$ cat src/design/sbrp_defs.vh
// Purpose: Constants for the synchronous burst read port
// Assumes: 200 MHz system clock, 16-bit word address bus
// Notes: Burst length codes follow the config word layout chosen here
`ifndef SBRP_DEFS_VH
`define SBRP_DEFS_VH
`define SBRP_ADDR_W 16
`define SBRP_DATA_W 16
`define SBRP_LAT_RESET 3'h4
`define SBRP_LAT_MIN 3'h3
`define SBRP_LAT_MAX 3'h7
`define SBRP_BL_CONT 3'h0
`define SBRP_BL_4 3'h1
`define SBRP_BL_8 3'h2
`define SBRP_BL_16 3'h3
`define SBRP_BL_32 3'h4
`define SBRP_CFG_ADDR 16'hF221
`define SBRP_CFG_RM_BIT 15
`define SBRP_CFG_LAT_LSB 12
`define SBRP_CFG_BL_LSB 9
`endif

$ cat src/design/sbrp_sync3.v
// Purpose: Three-stage synchroniser for pins from outside the clock domain
// Assumes: Stage one feeds only stage two
// Notes: A change is accepted once stages two and three agree
`timescale 1ns/1ps
`default_nettype none
module sbrp_sync3
(
	input wire clock,
	input wire nrst,
	input wire reset_value,
	input wire pin,
	output reg level_q
);
	reg s1_q;
	reg s2_q;
	reg s3_q;

	// Filtered level only moves when the last two stages match
	always @(posedge clock)
	begin
		if (!nrst)
		begin
			s1_q <= 1'b0;
			s2_q <= 1'b0;
			s3_q <= 1'b0;
			// Idle level of the pin, so no false edge follows reset
			level_q <= reset_value;
		end
		else
		begin
			s1_q <= pin ^ reset_value;
			s2_q <= s1_q;
			s3_q <= s2_q;
			if (s2_q == s3_q)
				level_q <= s3_q ^ reset_value;
		end
	end
endmodule
`default_nettype wire

$ cat src/design/sbrp_port.v
// Purpose: Synchronous burst read side of a multiplexed flash host port
// Assumes: Host drives chip_sel_n, out_en_n, write_en_n, address_valid_strobe_n, burst_clk
// Notes: Memory contents come from the core over mem_addr/mem_rdata with same-cycle data
`timescale 1ns/1ps
`default_nettype none
`include "sbrp_defs.vh"
// How it works
// - In synchronous mode data steps on the burst clock, not on the strobe.
// - Continuous burst counts upward from the start address, wrapping only from FFFF to 0000.
// - Fixed bursts of 4/8/16/32 wrap inside their aligned group.
// - First word is fetched at once but valid only after the latency count; later words follow each rise.
// - Latency count resets to four and accepts three to seven.
// - With n latency cycles, first data is valid on edge n+1.
// - Each later rising edge outputs the next word and advances the counter.
// - Ready rises with the data fetch clock of the first valid word.
// - A clocked access in asynchronous mode still returns the first word.
// - Chip select high, reset pin low, internal reset or write pulse ends a burst.
// - Latency count reads back through a strobed address in burst mode.
// - Chip select or output enable high releases the data outputs.
// - After reset the port starts in asynchronous mode.
module sbrp_port
(
	input wire clock,
	input wire nrst,
	input wire hardware_reset_n,
	input wire chip_sel_n,
	input wire out_en_n,
	input wire write_en_n,
	input wire address_valid_strobe_n,
	input wire burst_clk,
	input wire [15:0] addr_dq_in,
	input wire internal_reset,
	input wire [15:0] mem_rdata,
	output reg [15:0] mem_addr_q,
	output reg [15:0] dq_out_q,
	output reg dq_oe_q,
	output reg ready_q,
	output reg read_mode_select_q,
	output reg [2:0] read_latency_count_q
);
	localparam ST_IDLE = 2'h0;
	localparam ST_WAIT = 2'h1;
	localparam ST_BURST = 2'h2;

	wire rst_pin_f;
	wire ce_n_f;
	wire oe_n_f;
	wire we_n_f;
	wire avd_n_f;
	wire clk_f;
	reg [15:0] a1_q;
	reg [15:0] a2_q;
	reg [15:0] a3_q;
	reg [15:0] addr_f_q;
	reg clk_prev_q;
	reg we_prev_q;
	reg avd_prev_q;
	reg [1:0] state_q;
	reg [2:0] lat_cnt_q;
	reg [15:0] start_q;
	reg [4:0] off_q;
	reg [2:0] burst_len_q;
	reg [15:0] next_addr;
	reg [4:0] wrap_mask;

	// Control pins pass three flops; reset values match the idle pin level
	sbrp_sync3 u_rst
	(
		.clock(clock),
		.nrst(nrst),
		.reset_value(1'b1),
		.pin(hardware_reset_n),
		.level_q(rst_pin_f)
	);
	sbrp_sync3 u_ce
	(
		.clock(clock),
		.nrst(nrst),
		.reset_value(1'b1),
		.pin(chip_sel_n),
		.level_q(ce_n_f)
	);
	sbrp_sync3 u_oe
	(
		.clock(clock),
		.nrst(nrst),
		.reset_value(1'b1),
		.pin(out_en_n),
		.level_q(oe_n_f)
	);
	sbrp_sync3 u_we
	(
		.clock(clock),
		.nrst(nrst),
		.reset_value(1'b1),
		.pin(write_en_n),
		.level_q(we_n_f)
	);
	sbrp_sync3 u_avd
	(
		.clock(clock),
		.nrst(nrst),
		.reset_value(1'b1),
		.pin(address_valid_strobe_n),
		.level_q(avd_n_f)
	);
	sbrp_sync3 u_clk
	(
		.clock(clock),
		.nrst(nrst),
		.reset_value(1'b0),
		.pin(burst_clk),
		.level_q(clk_f)
	);

	// Address bus: three stages, accepted when the last two agree
	always @(posedge clock)
	begin
		if (!nrst)
		begin
			a1_q <= 16'h0000;
			a2_q <= 16'h0000;
			a3_q <= 16'h0000;
			addr_f_q <= 16'h0000;
		end
		else
		begin
			a1_q <= addr_dq_in;
			a2_q <= a1_q;
			a3_q <= a2_q;
			if (a2_q == a3_q)
				addr_f_q <= a3_q;
		end
	end

	wire clk_rise = clk_f & ~clk_prev_q;
	wire we_pulse = ~we_n_f & we_prev_q;
	wire avd_low = ~avd_n_f;
	// The strobe rises after every capture, so only a fresh fall may restart
	wire avd_fall = ~avd_n_f & avd_prev_q;
	// Any of these ends the burst at once
	wire stop = ce_n_f | ~rst_pin_f | internal_reset | we_pulse;
	// Register address was latched with the strobe; the bus now holds write data
	wire cfg_write = we_pulse & ~ce_n_f & (start_q == `SBRP_CFG_ADDR);
	wire [2:0] lat_wr = addr_f_q[`SBRP_CFG_LAT_LSB+2:`SBRP_CFG_LAT_LSB];

	// Wrap mask picks the bits that count inside the aligned group
	always @*
	begin
		case (burst_len_q)
			`SBRP_BL_4: wrap_mask = 5'h03;
			`SBRP_BL_8: wrap_mask = 5'h07;
			`SBRP_BL_16: wrap_mask = 5'h0F;
			`SBRP_BL_32: wrap_mask = 5'h1F;
			default: wrap_mask = 5'h00;
		endcase
	end

	// Next word address: linear in continuous mode, wrapped for 4/8/16/32, held at the start address for other codes
	always @*
	begin
		if (burst_len_q == `SBRP_BL_CONT)
			next_addr = mem_addr_q + 16'h0001;
		else
			next_addr = {start_q[15:5],
				(start_q[4:0] & ~wrap_mask) | ((start_q[4:0] + off_q + 5'h01) & wrap_mask)};
	end

	// Configuration word; note data for writes shares the muxed bus
	always @(posedge clock)
	begin
		if (!nrst || !rst_pin_f || internal_reset)
		begin
			read_mode_select_q <= 1'b0; // Asynchronous after any reset
			read_latency_count_q <= `SBRP_LAT_RESET;
			burst_len_q <= `SBRP_BL_CONT;
			we_prev_q <= 1'b1;
		end
		else
		begin
			we_prev_q <= we_n_f;
			if (cfg_write)
			begin
				read_mode_select_q <= addr_f_q[`SBRP_CFG_RM_BIT];
				// Out-of-range values are ignored to keep the count legal
				if (lat_wr >= `SBRP_LAT_MIN)
					read_latency_count_q <= lat_wr;
				burst_len_q <= addr_f_q[`SBRP_CFG_BL_LSB+2:`SBRP_CFG_BL_LSB];
			end
		end
	end

	// Burst sequencer: capture, latency wait, then one word per clock rise
	always @(posedge clock)
	begin
		if (!nrst)
		begin
			state_q <= ST_IDLE;
			lat_cnt_q <= 3'h0;
			start_q <= 16'h0000;
			off_q <= 5'h00;
			mem_addr_q <= 16'h0000;
			ready_q <= 1'b0;
			clk_prev_q <= 1'b0;
			avd_prev_q <= 1'b1;
		end
		else
		begin
			clk_prev_q <= clk_f;
			avd_prev_q <= avd_n_f;
			if (stop)
			begin
				state_q <= ST_IDLE;
				ready_q <= 1'b0;
			end
			else
			begin
				case (state_q)
					ST_IDLE:
					begin
						ready_q <= 1'b0;
						// Address is latched by the strobe; first word fetched now
						if (avd_low)
						begin
							start_q <= addr_f_q;
							mem_addr_q <= addr_f_q;
							off_q <= 5'h00;
						end
						// Clocked access in synchronous mode starts the latency count
						if (avd_low && clk_rise && read_mode_select_q)
						begin
							state_q <= ST_WAIT;
							lat_cnt_q <= read_latency_count_q;
						end
					end
					ST_WAIT:
					begin
						ready_q <= 1'b0; // Held low through latency
						if (clk_rise)
						begin
							// Edge n after the capture edge presents word one
							if (lat_cnt_q == 3'h1)
							begin
								state_q <= ST_BURST;
								ready_q <= 1'b1;
							end
							lat_cnt_q <= lat_cnt_q - 3'h1;
						end
					end
					ST_BURST:
					begin
						// Ready marks only the first word
						if (clk_rise)
						begin
							ready_q <= 1'b0;
							mem_addr_q <= next_addr;
							off_q <= off_q + 5'h01;
						end
					end
					default:
					begin
						state_q <= ST_IDLE;
						ready_q <= 1'b0;
					end
				endcase
				// A new falling strobe while busy restarts the access
				if (avd_fall && state_q != ST_IDLE)
					state_q <= ST_IDLE;
			end
		end
	end

	// Output drive; config address returns the latency count
	always @(posedge clock)
	begin
		if (!nrst)
		begin
			dq_out_q <= 16'h0000;
			dq_oe_q <= 1'b0;
		end
		else
		begin
			// Strobe low means the muxed bus carries an address, so stay off
			dq_oe_q <= ~ce_n_f & ~oe_n_f & we_n_f & avd_n_f;
			if (mem_addr_q == `SBRP_CFG_ADDR)
			begin
				dq_out_q <= 16'h0000;
				dq_out_q[`SBRP_CFG_RM_BIT] <= read_mode_select_q;
				dq_out_q[`SBRP_CFG_LAT_LSB+2:`SBRP_CFG_LAT_LSB] <= read_latency_count_q;
				dq_out_q[`SBRP_CFG_BL_LSB+2:`SBRP_CFG_BL_LSB] <= burst_len_q;
			end
			else
				dq_out_q <= mem_rdata;
		end
	end
endmodule
`default_nettype wire

$ cat config.mk
export PLATFORM = sky130hd
export DESIGN_NAME = sbrp_port
export DESIGN_NICKNAME = d
export VERILOG_FILES = /design/src/design/sbrp_sync3.v /design/src/design/sbrp_port.v
export VERILOG_INCLUDE_DIRS = /design/src /design/src/design
export SDC_FILE = /design/constraint.sdc
export NUM_CORES = 1
export LEC_CHECK = 0
export CAP_MARGIN = 40
export CORE_UTILIZATION = 60
export DETAILED_ROUTE_END_ITERATION = 10
export DONT_BUFFER_PORTS = 1
export PLACE_DENSITY = 0.79
export SLEW_MARGIN = 15
export SYNTH_ARGS = -nofsm -noshare
export SYNTH_HDL_FRONTEND = slang
export SYNTH_SLANG_ARGS = --single-unit
$ cat constraint.sdc
create_clock -name clock -period 2.4 [get_ports clock]
set_input_delay 0.24 -clock clock [delete_from_list [all_inputs] [get_ports clock]]
set_output_delay 0.24 -clock clock [all_outputs]
set_load 0.02 [all_outputs]
# Word level (Yosys, flattened, before mapping)
# Index checks and enable logic that the tools add are counted.
[classes]
add_sub_neg = 5
n_lt_le_gt_ge = 1
eq_ne = 21
mux = 20
n_bitwise = 34
n_reduce_logical = 20
[op_table]
columns = ["operator", "n"]
rows = [
  ["16-bit 2-to-1 mux", 4],
  ["16-bit == test (second input constant)", 2],
  ["16-bit one-hot mux with 2 select lines", 1],
  ["5-bit one-hot mux with 4 select lines", 1],
  ["1-bit inverter", 19],
  ["16-bit by 1-bit adder with 16-bit output (second input constant)", 1],
  ["16-bit == test", 1],
  ["4-bit AND reduction", 3],
  ["5-bit by 1-bit adder with 5-bit output (second input constant)", 2],
  ["5-bit bitwise AND", 2],
  ["5-bit 2-to-1 mux", 2],
  ["2-bit inequality test (second input constant)", 5],
  ["5-bit one-hot mux with 2 select lines", 1],
  ["1-bit bitwise AND", 8],
  ["1-bit == test", 6],
  ["3-bit by 1-bit == test with 1-bit output (second input constant)", 2],
  ["3-bit by 2-bit == test with 1-bit output (second input constant)", 2],
  ["2-bit 2-to-1 mux", 3],
  ["3-bit 2-to-1 mux", 2],
  ["2-bit one-hot mux with 3 select lines", 1],
  ["3-bit one-hot mux with 2 select lines", 1],
  ["2-bit nonzero test", 3],
  ["5-bit adder", 1],
  ["5-bit inverter", 1],
  ["18 further kinds", 27],
]
[word_totals]
register_bits = 158

# Longest topological paths before layout
[logic_depth]
ltp_word = 8
depth_mapped = 8
mapped_depth_nobuf = 8

# Modules after synthesis
# A second synthesis with hierarchy kept.
[unflattened]
hier_cells = 685
hier_area_um2 = 6433.7
[by_module_without_submodules]
columns = ["mod", "n_inst", "cells_each", "area_each_um2", "seq_area_each_um2"]
rows = [
  ["sbrp_port", 1, 613, 5577.8, 2682.6],
  ["sbrp_sync3", 6, 12, 142.6, 90.1],
]

# Least setup slack after synthesis
# OpenSTA, ideal clock, no wires.
[synth_timing]
path_kind = "reg2reg"
startpoint = "reg off_q[0]"
endpoint = "reg mem_addr_q[4]"
arrival_ns = 1.715
t_required_ns = 2.278
slack_ns = 0.563
stages_incl_launch_ff = 8
n_path_buf = 0
cell_sequence = "dfxtp_1 > inv_1 > ha_1 > fa_1 > nor2b_1 > o21ai_0 > a31o_2 > o311a_1"
[synth_between]
elab_chain_len = 7
[synth_lines]
columns = ["item", "line", "text"]
rows = [
  ["start: declaration", "sbrp_port.v:61", "reg [4:0] off_q;"],
  ["start signal: assignment", "sbrp_port.v:257", "off_q <= off_q + 5'h01;"],
  ["5-bit adder", "sbrp_port.v:166", "(start_q[4:0] & ~wrap_mask) | ((start_q[4:0] + off_q + 5'h01) & wrap_mask)};"],
  ["5-bit by 1-bit adder with 5-bit output", "sbrp_port.v:166", ""],
  ["5-bit bitwise AND", "sbrp_port.v:166", ""],
  ["5-bit OR", "sbrp_port.v:166", ""],
  ["16-bit 2-to-1 mux", "sbrp_port.v:162", "if (burst_len_q == `SBRP_BL_CONT)"],
  ["16-bit 2-to-1 mux", "sbrp_port.v:253", "if (clk_rise)"],
  ["16-bit one-hot mux with 2 select lines", "sbrp_port.v:218", "case (state_q)"],
  ["end signal: assignment", "sbrp_port.v:226", "mem_addr_q <= addr_f_q;"],
  ["end signal: assignment", "sbrp_port.v:256", "mem_addr_q <= next_addr;"],
  ["end: declaration", "sbrp_port.v:34", "output reg [15:0] mem_addr_q,"],
]
# No other way between the ends. The select of a mux whose other input is x is not followed.
# A chain may end at the register's enable or synchronous reset.

# Worst setup path in the final report
# Ends and elaborated chain as after synthesis.

==> flow_summary_export.csv <==
group,metric,value,unit
timing,rsz0062_at_grt,"no",
routing,avgRoutedWirePerCell,16.5,um
routing,firstDrtPassIters,5,
pwr,ir_drop,699,uV
final_layout,multi_input_area,2960,um^2
yosys,ys_seq_area_frac,0.500,
grt,grt_start_max_net_pins,118,
timing,layout_min_cycle_time,2.00,ns
final_layout,area_growth,16.7,%
worst_setup_path,critPathLaunchType,"flip-flop",
floorplan,die_h,105,um
worst_setup_path,crit_arrival,2.41,ns
yosys,yosys_warnings,0,
floorplan,io_pins,79,
final_layout,fill_cells,752,
clocking,cts_tree,"yes",
hold_path,hold_class,"in2reg",
worst_setup_path,worstPathRequired,2.81,ns
yosys,synth-async-reset-ratio,0,
worst_setup_path,r2r-end,"mem_addr_q[4]$_SDFFE_PN0P_",
routing,vias,4911,
floorplan,core,10300,um^2
worst_setup_path,critPathKind,"reg2reg",
timing,setup_violations,0,
timing,worst_pin_slew,0.823,ns
yosys,ys_seq_elements,158,
grt,grt_pass1_vias,4733,
worst_setup_path,path_cells,"inv_1 > ha_1 > fa_1 > nor2b_1 > o21ai_0 > a31o_2 > o311a_1",
timing,max_slew_margin,0.451,
worst_setup_path,reg2reg_depth,7,
flow_run,cap_violations,0,
grt,grt_use_total,0.273,
worst_setup_path,slowest_delay,0.40,ns
yosys,synth_edf_count,0,
floorplan,die_x,105,um
worst_setup_path,startpoint,"off_q[0]$_SDFFE_PN0P_",
routing,drt.antenna.violating_nets,0,
routing,drc_errors,0,
floorplan,rows,37,
clocking,cts-buffers-inserted,17,
final_layout,ff_latch_area,3160,um^2
yosys,syn-num-nets,729,
routing,drt_iter0_drc,371,
placed_design,numPortBuffers,0,
clocking,clk_pin_slew,0.07,ns
timing,finalCritPeriodShare,0.833,
routing,vias_per_cell,5.72,
worst_setup_path,critPathMaxFanout,4,
pwr,p_per_area,740,nW/um^2
timing,finalHoldViolations,0,
run_status,status,"finished clean",
floorplan,dieArea,10900,um^2
final_layout,diodes,0,
final_layout,final_util,0.718,
clocking,ctsHoldBuffers,39,
final_layout,drive_above_1_share,0.0913,
worst_setup_path,setup.worst_path.end,"mem_addr_q[4]$_SDFFE_PN0P_",
floorplan,start_util,0.615,
timing,tns,0,ns
worst_setup_path,crit_cells,7,
placed_design,place_congestion,0.867,
clocking,cts_buffer_depth,2,
yosys,netlist-cell-type-count,68,
clocking,cts_setup_buffers,0,
worst_setup_path,r2r_slack,0.40,ns
grt,grt_antenna_before_repair,0,
clocking,clk_latency,0.53,ns
worst_setup_path,crit_slowest_cell,"dfxtp_1",
worst_setup_path,cp.buffers_inverters,1,
clocking,cts-root-buf,"clkbuf_8",
routing,wirelength,14200,um
placed_design,hpwl,9150,um
clocking,cts.sink_count,158,
yosys,syn_inst,678,
yosys,synth_area,6320,um^2
timing,clock_skew,0.00985,ns
timing,slew_viol_final,0,
worst_setup_path,path_delay_family,"compound AO/OA/AOI/OAI gates",
worst_setup_path,cp-end-kind,"flip-flop",
yosys,ys.flop_type,"dfxtp_1",
pwr,total_leakage_power,0.00279,uW
timing,fmax,500,MHz
clocking,cts_resized,0,
grt,grt_pass1_wl,23500,um
yosys,synth_area_per_cell,9.32,um^2
grt,grt-ovfl-total,0,
timing,holdWs,0.0186,ns
clocking,htreeDepth,4,
final_layout,final_nets,761,
worst_setup_path,rr_startpoint,"off_q[0]$_SDFFE_PN0P_",
==> flip-flops by register name, summed over array words and instances (netlist names), 2 cells and up <==
| register | count |
|---|---|
| addr_f_q | 16 |
| state_q | 2 |
| a3_q | 16 |
| lat_cnt_q | 3 |
| a2_q | 16 |
| burst_len_q | 3 |
| a1_q | 16 |
| mem_addr_q | 16 |
| read_latency_count_q | 3 |
| off_q | 5 |
| start_q | 16 |
| dq_out_q | 16 |
==> Yosys cell counts (2+ instances only) <==
library cell  number  share of area
o21ai_1            6         0.0048
nand2_1           89          0.053
nand4_1            9         0.0089
o32ai_1            4         0.0055
nor2_1            57          0.034
nor4b_1            3         0.0042
nor4_2             4         0.0079
inv_2              2         0.0012
a22oi_1            7         0.0083
a21oi_1           27          0.021
o21ai_0           25          0.020
buf_2             12         0.0095
inv_1             10         0.0059
nor2b_1            5         0.0049
xor2_1            11          0.015
maj3_1             2         0.0032
nor3_2             2         0.0032
a222oi_1           2         0.0032
nand3_1           30          0.024
nand2b_1           6         0.0059
clkbuf_1          20          0.012
a211o_1            3         0.0042
mux2i_1           15          0.024
xnor2_1           24          0.033
mux2_2             2         0.0036
a32o_1             2         0.0032
nor3_1             8         0.0063
o32ai_2            2         0.0051
and3_1            11          0.011
nor4_1             2         0.0020
ha_1               9          0.018
and2_1            63          0.062
or3_1              4         0.0040
nor3_4             2         0.0051
a31oi_1            7         0.0069
dfxtp_1          158           0.50
buf_6              2         0.0036
==> layout by cell type (no fill, tap or decap), drive strengths merged, types with 21 or more instances in the layout <==
cell type,netlist,routed
nor2,57,57
a21oi,27,27
inv,12,21
nand2,89,89
xnor2,24,24
and2,63,63
nand3,31,31
o21ai,31,31
dlygate4sd3,0,38
dfxtp,158,158
==> kinds of logic after synthesis <==
kind of cell               after synthesis  synth area share
and+or+nand+nor                        309             0.261
adders and majority gates               12            0.0241
muxes                                   18            0.0291
AOI/OAI and AO/OA                       99             0.104
xor gates and xnor gates                35            0.0485
DFF                                    158             0.500
buffers and inverters                   47            0.0327
==> power breakdown <==
part,internal [uW],switching [uW],total [uW]
registers,2680,45.4,2730
clock network,1420,1130,2550
logic,94.6,88.0,183
total,4190,1270,5460
==> per-stage QoR <==
step | power, uW | instances | area (um^2) | worst slack (ns)
2_1_floorplan | 2880 | 678 | 6320 | 0.563
3_3_place_gp | 2880 | 788 | 6410 | 0.493
3_5_place_dp | 2890 | 788 | 6410 | 0.442
4_1_cts | 5480 | 859 | 7380 | 0.417
5_1_grt | 5640 | 859 | 7380 | 0.238
6_report | 5460 | 859 | 7380 | 0.401
==> metal layers <==
metal,vias up,global-route usage,part of all wire
met5,-,0,0
met4,0,0.124,0.023
met3,30,0.0636,0.066
met2,204,0.444,0.48
met1,2286,0.346,0.43
li1,2391,-,-
==> area by class of cell <==
cell class                 instances  area share
sequential                       158       0.429
timing repair buffer              48      0.0645
tap                              136      0.0231
clock buffer                      18      0.0566
inverter                          12     0.00611
clock inverter                    14      0.0197
multi-input combinational        473       0.401
==> worst min path at each step <==
stage / from / end / slack (ns) / cells past startpoint
2_1_floorplan: address_valid_strobe_n / u_avd.s1_q$_SDFF_PN0_ / 0.31 / 1
3_3_place_gp: chip_sel_n / u_ce.s1_q$_SDFF_PN0_ / 0.31 / 1
6_report: nrst / burst_len_q[1]$_SDFFE_PP0P_ / 0.02 / 2
5_1_grt: nrst / burst_len_q[1]$_SDFFE_PP0P_ / 0.03 / 2
4_1_cts: nrst / burst_len_q[1]$_SDFFE_PP0P_ / 0.006 / 2
3_5_place_dp: chip_sel_n / u_ce.s1_q$_SDFF_PN0_ / 0.31 / 1
No activity file was read; power rests on OpenSTA's default activity.
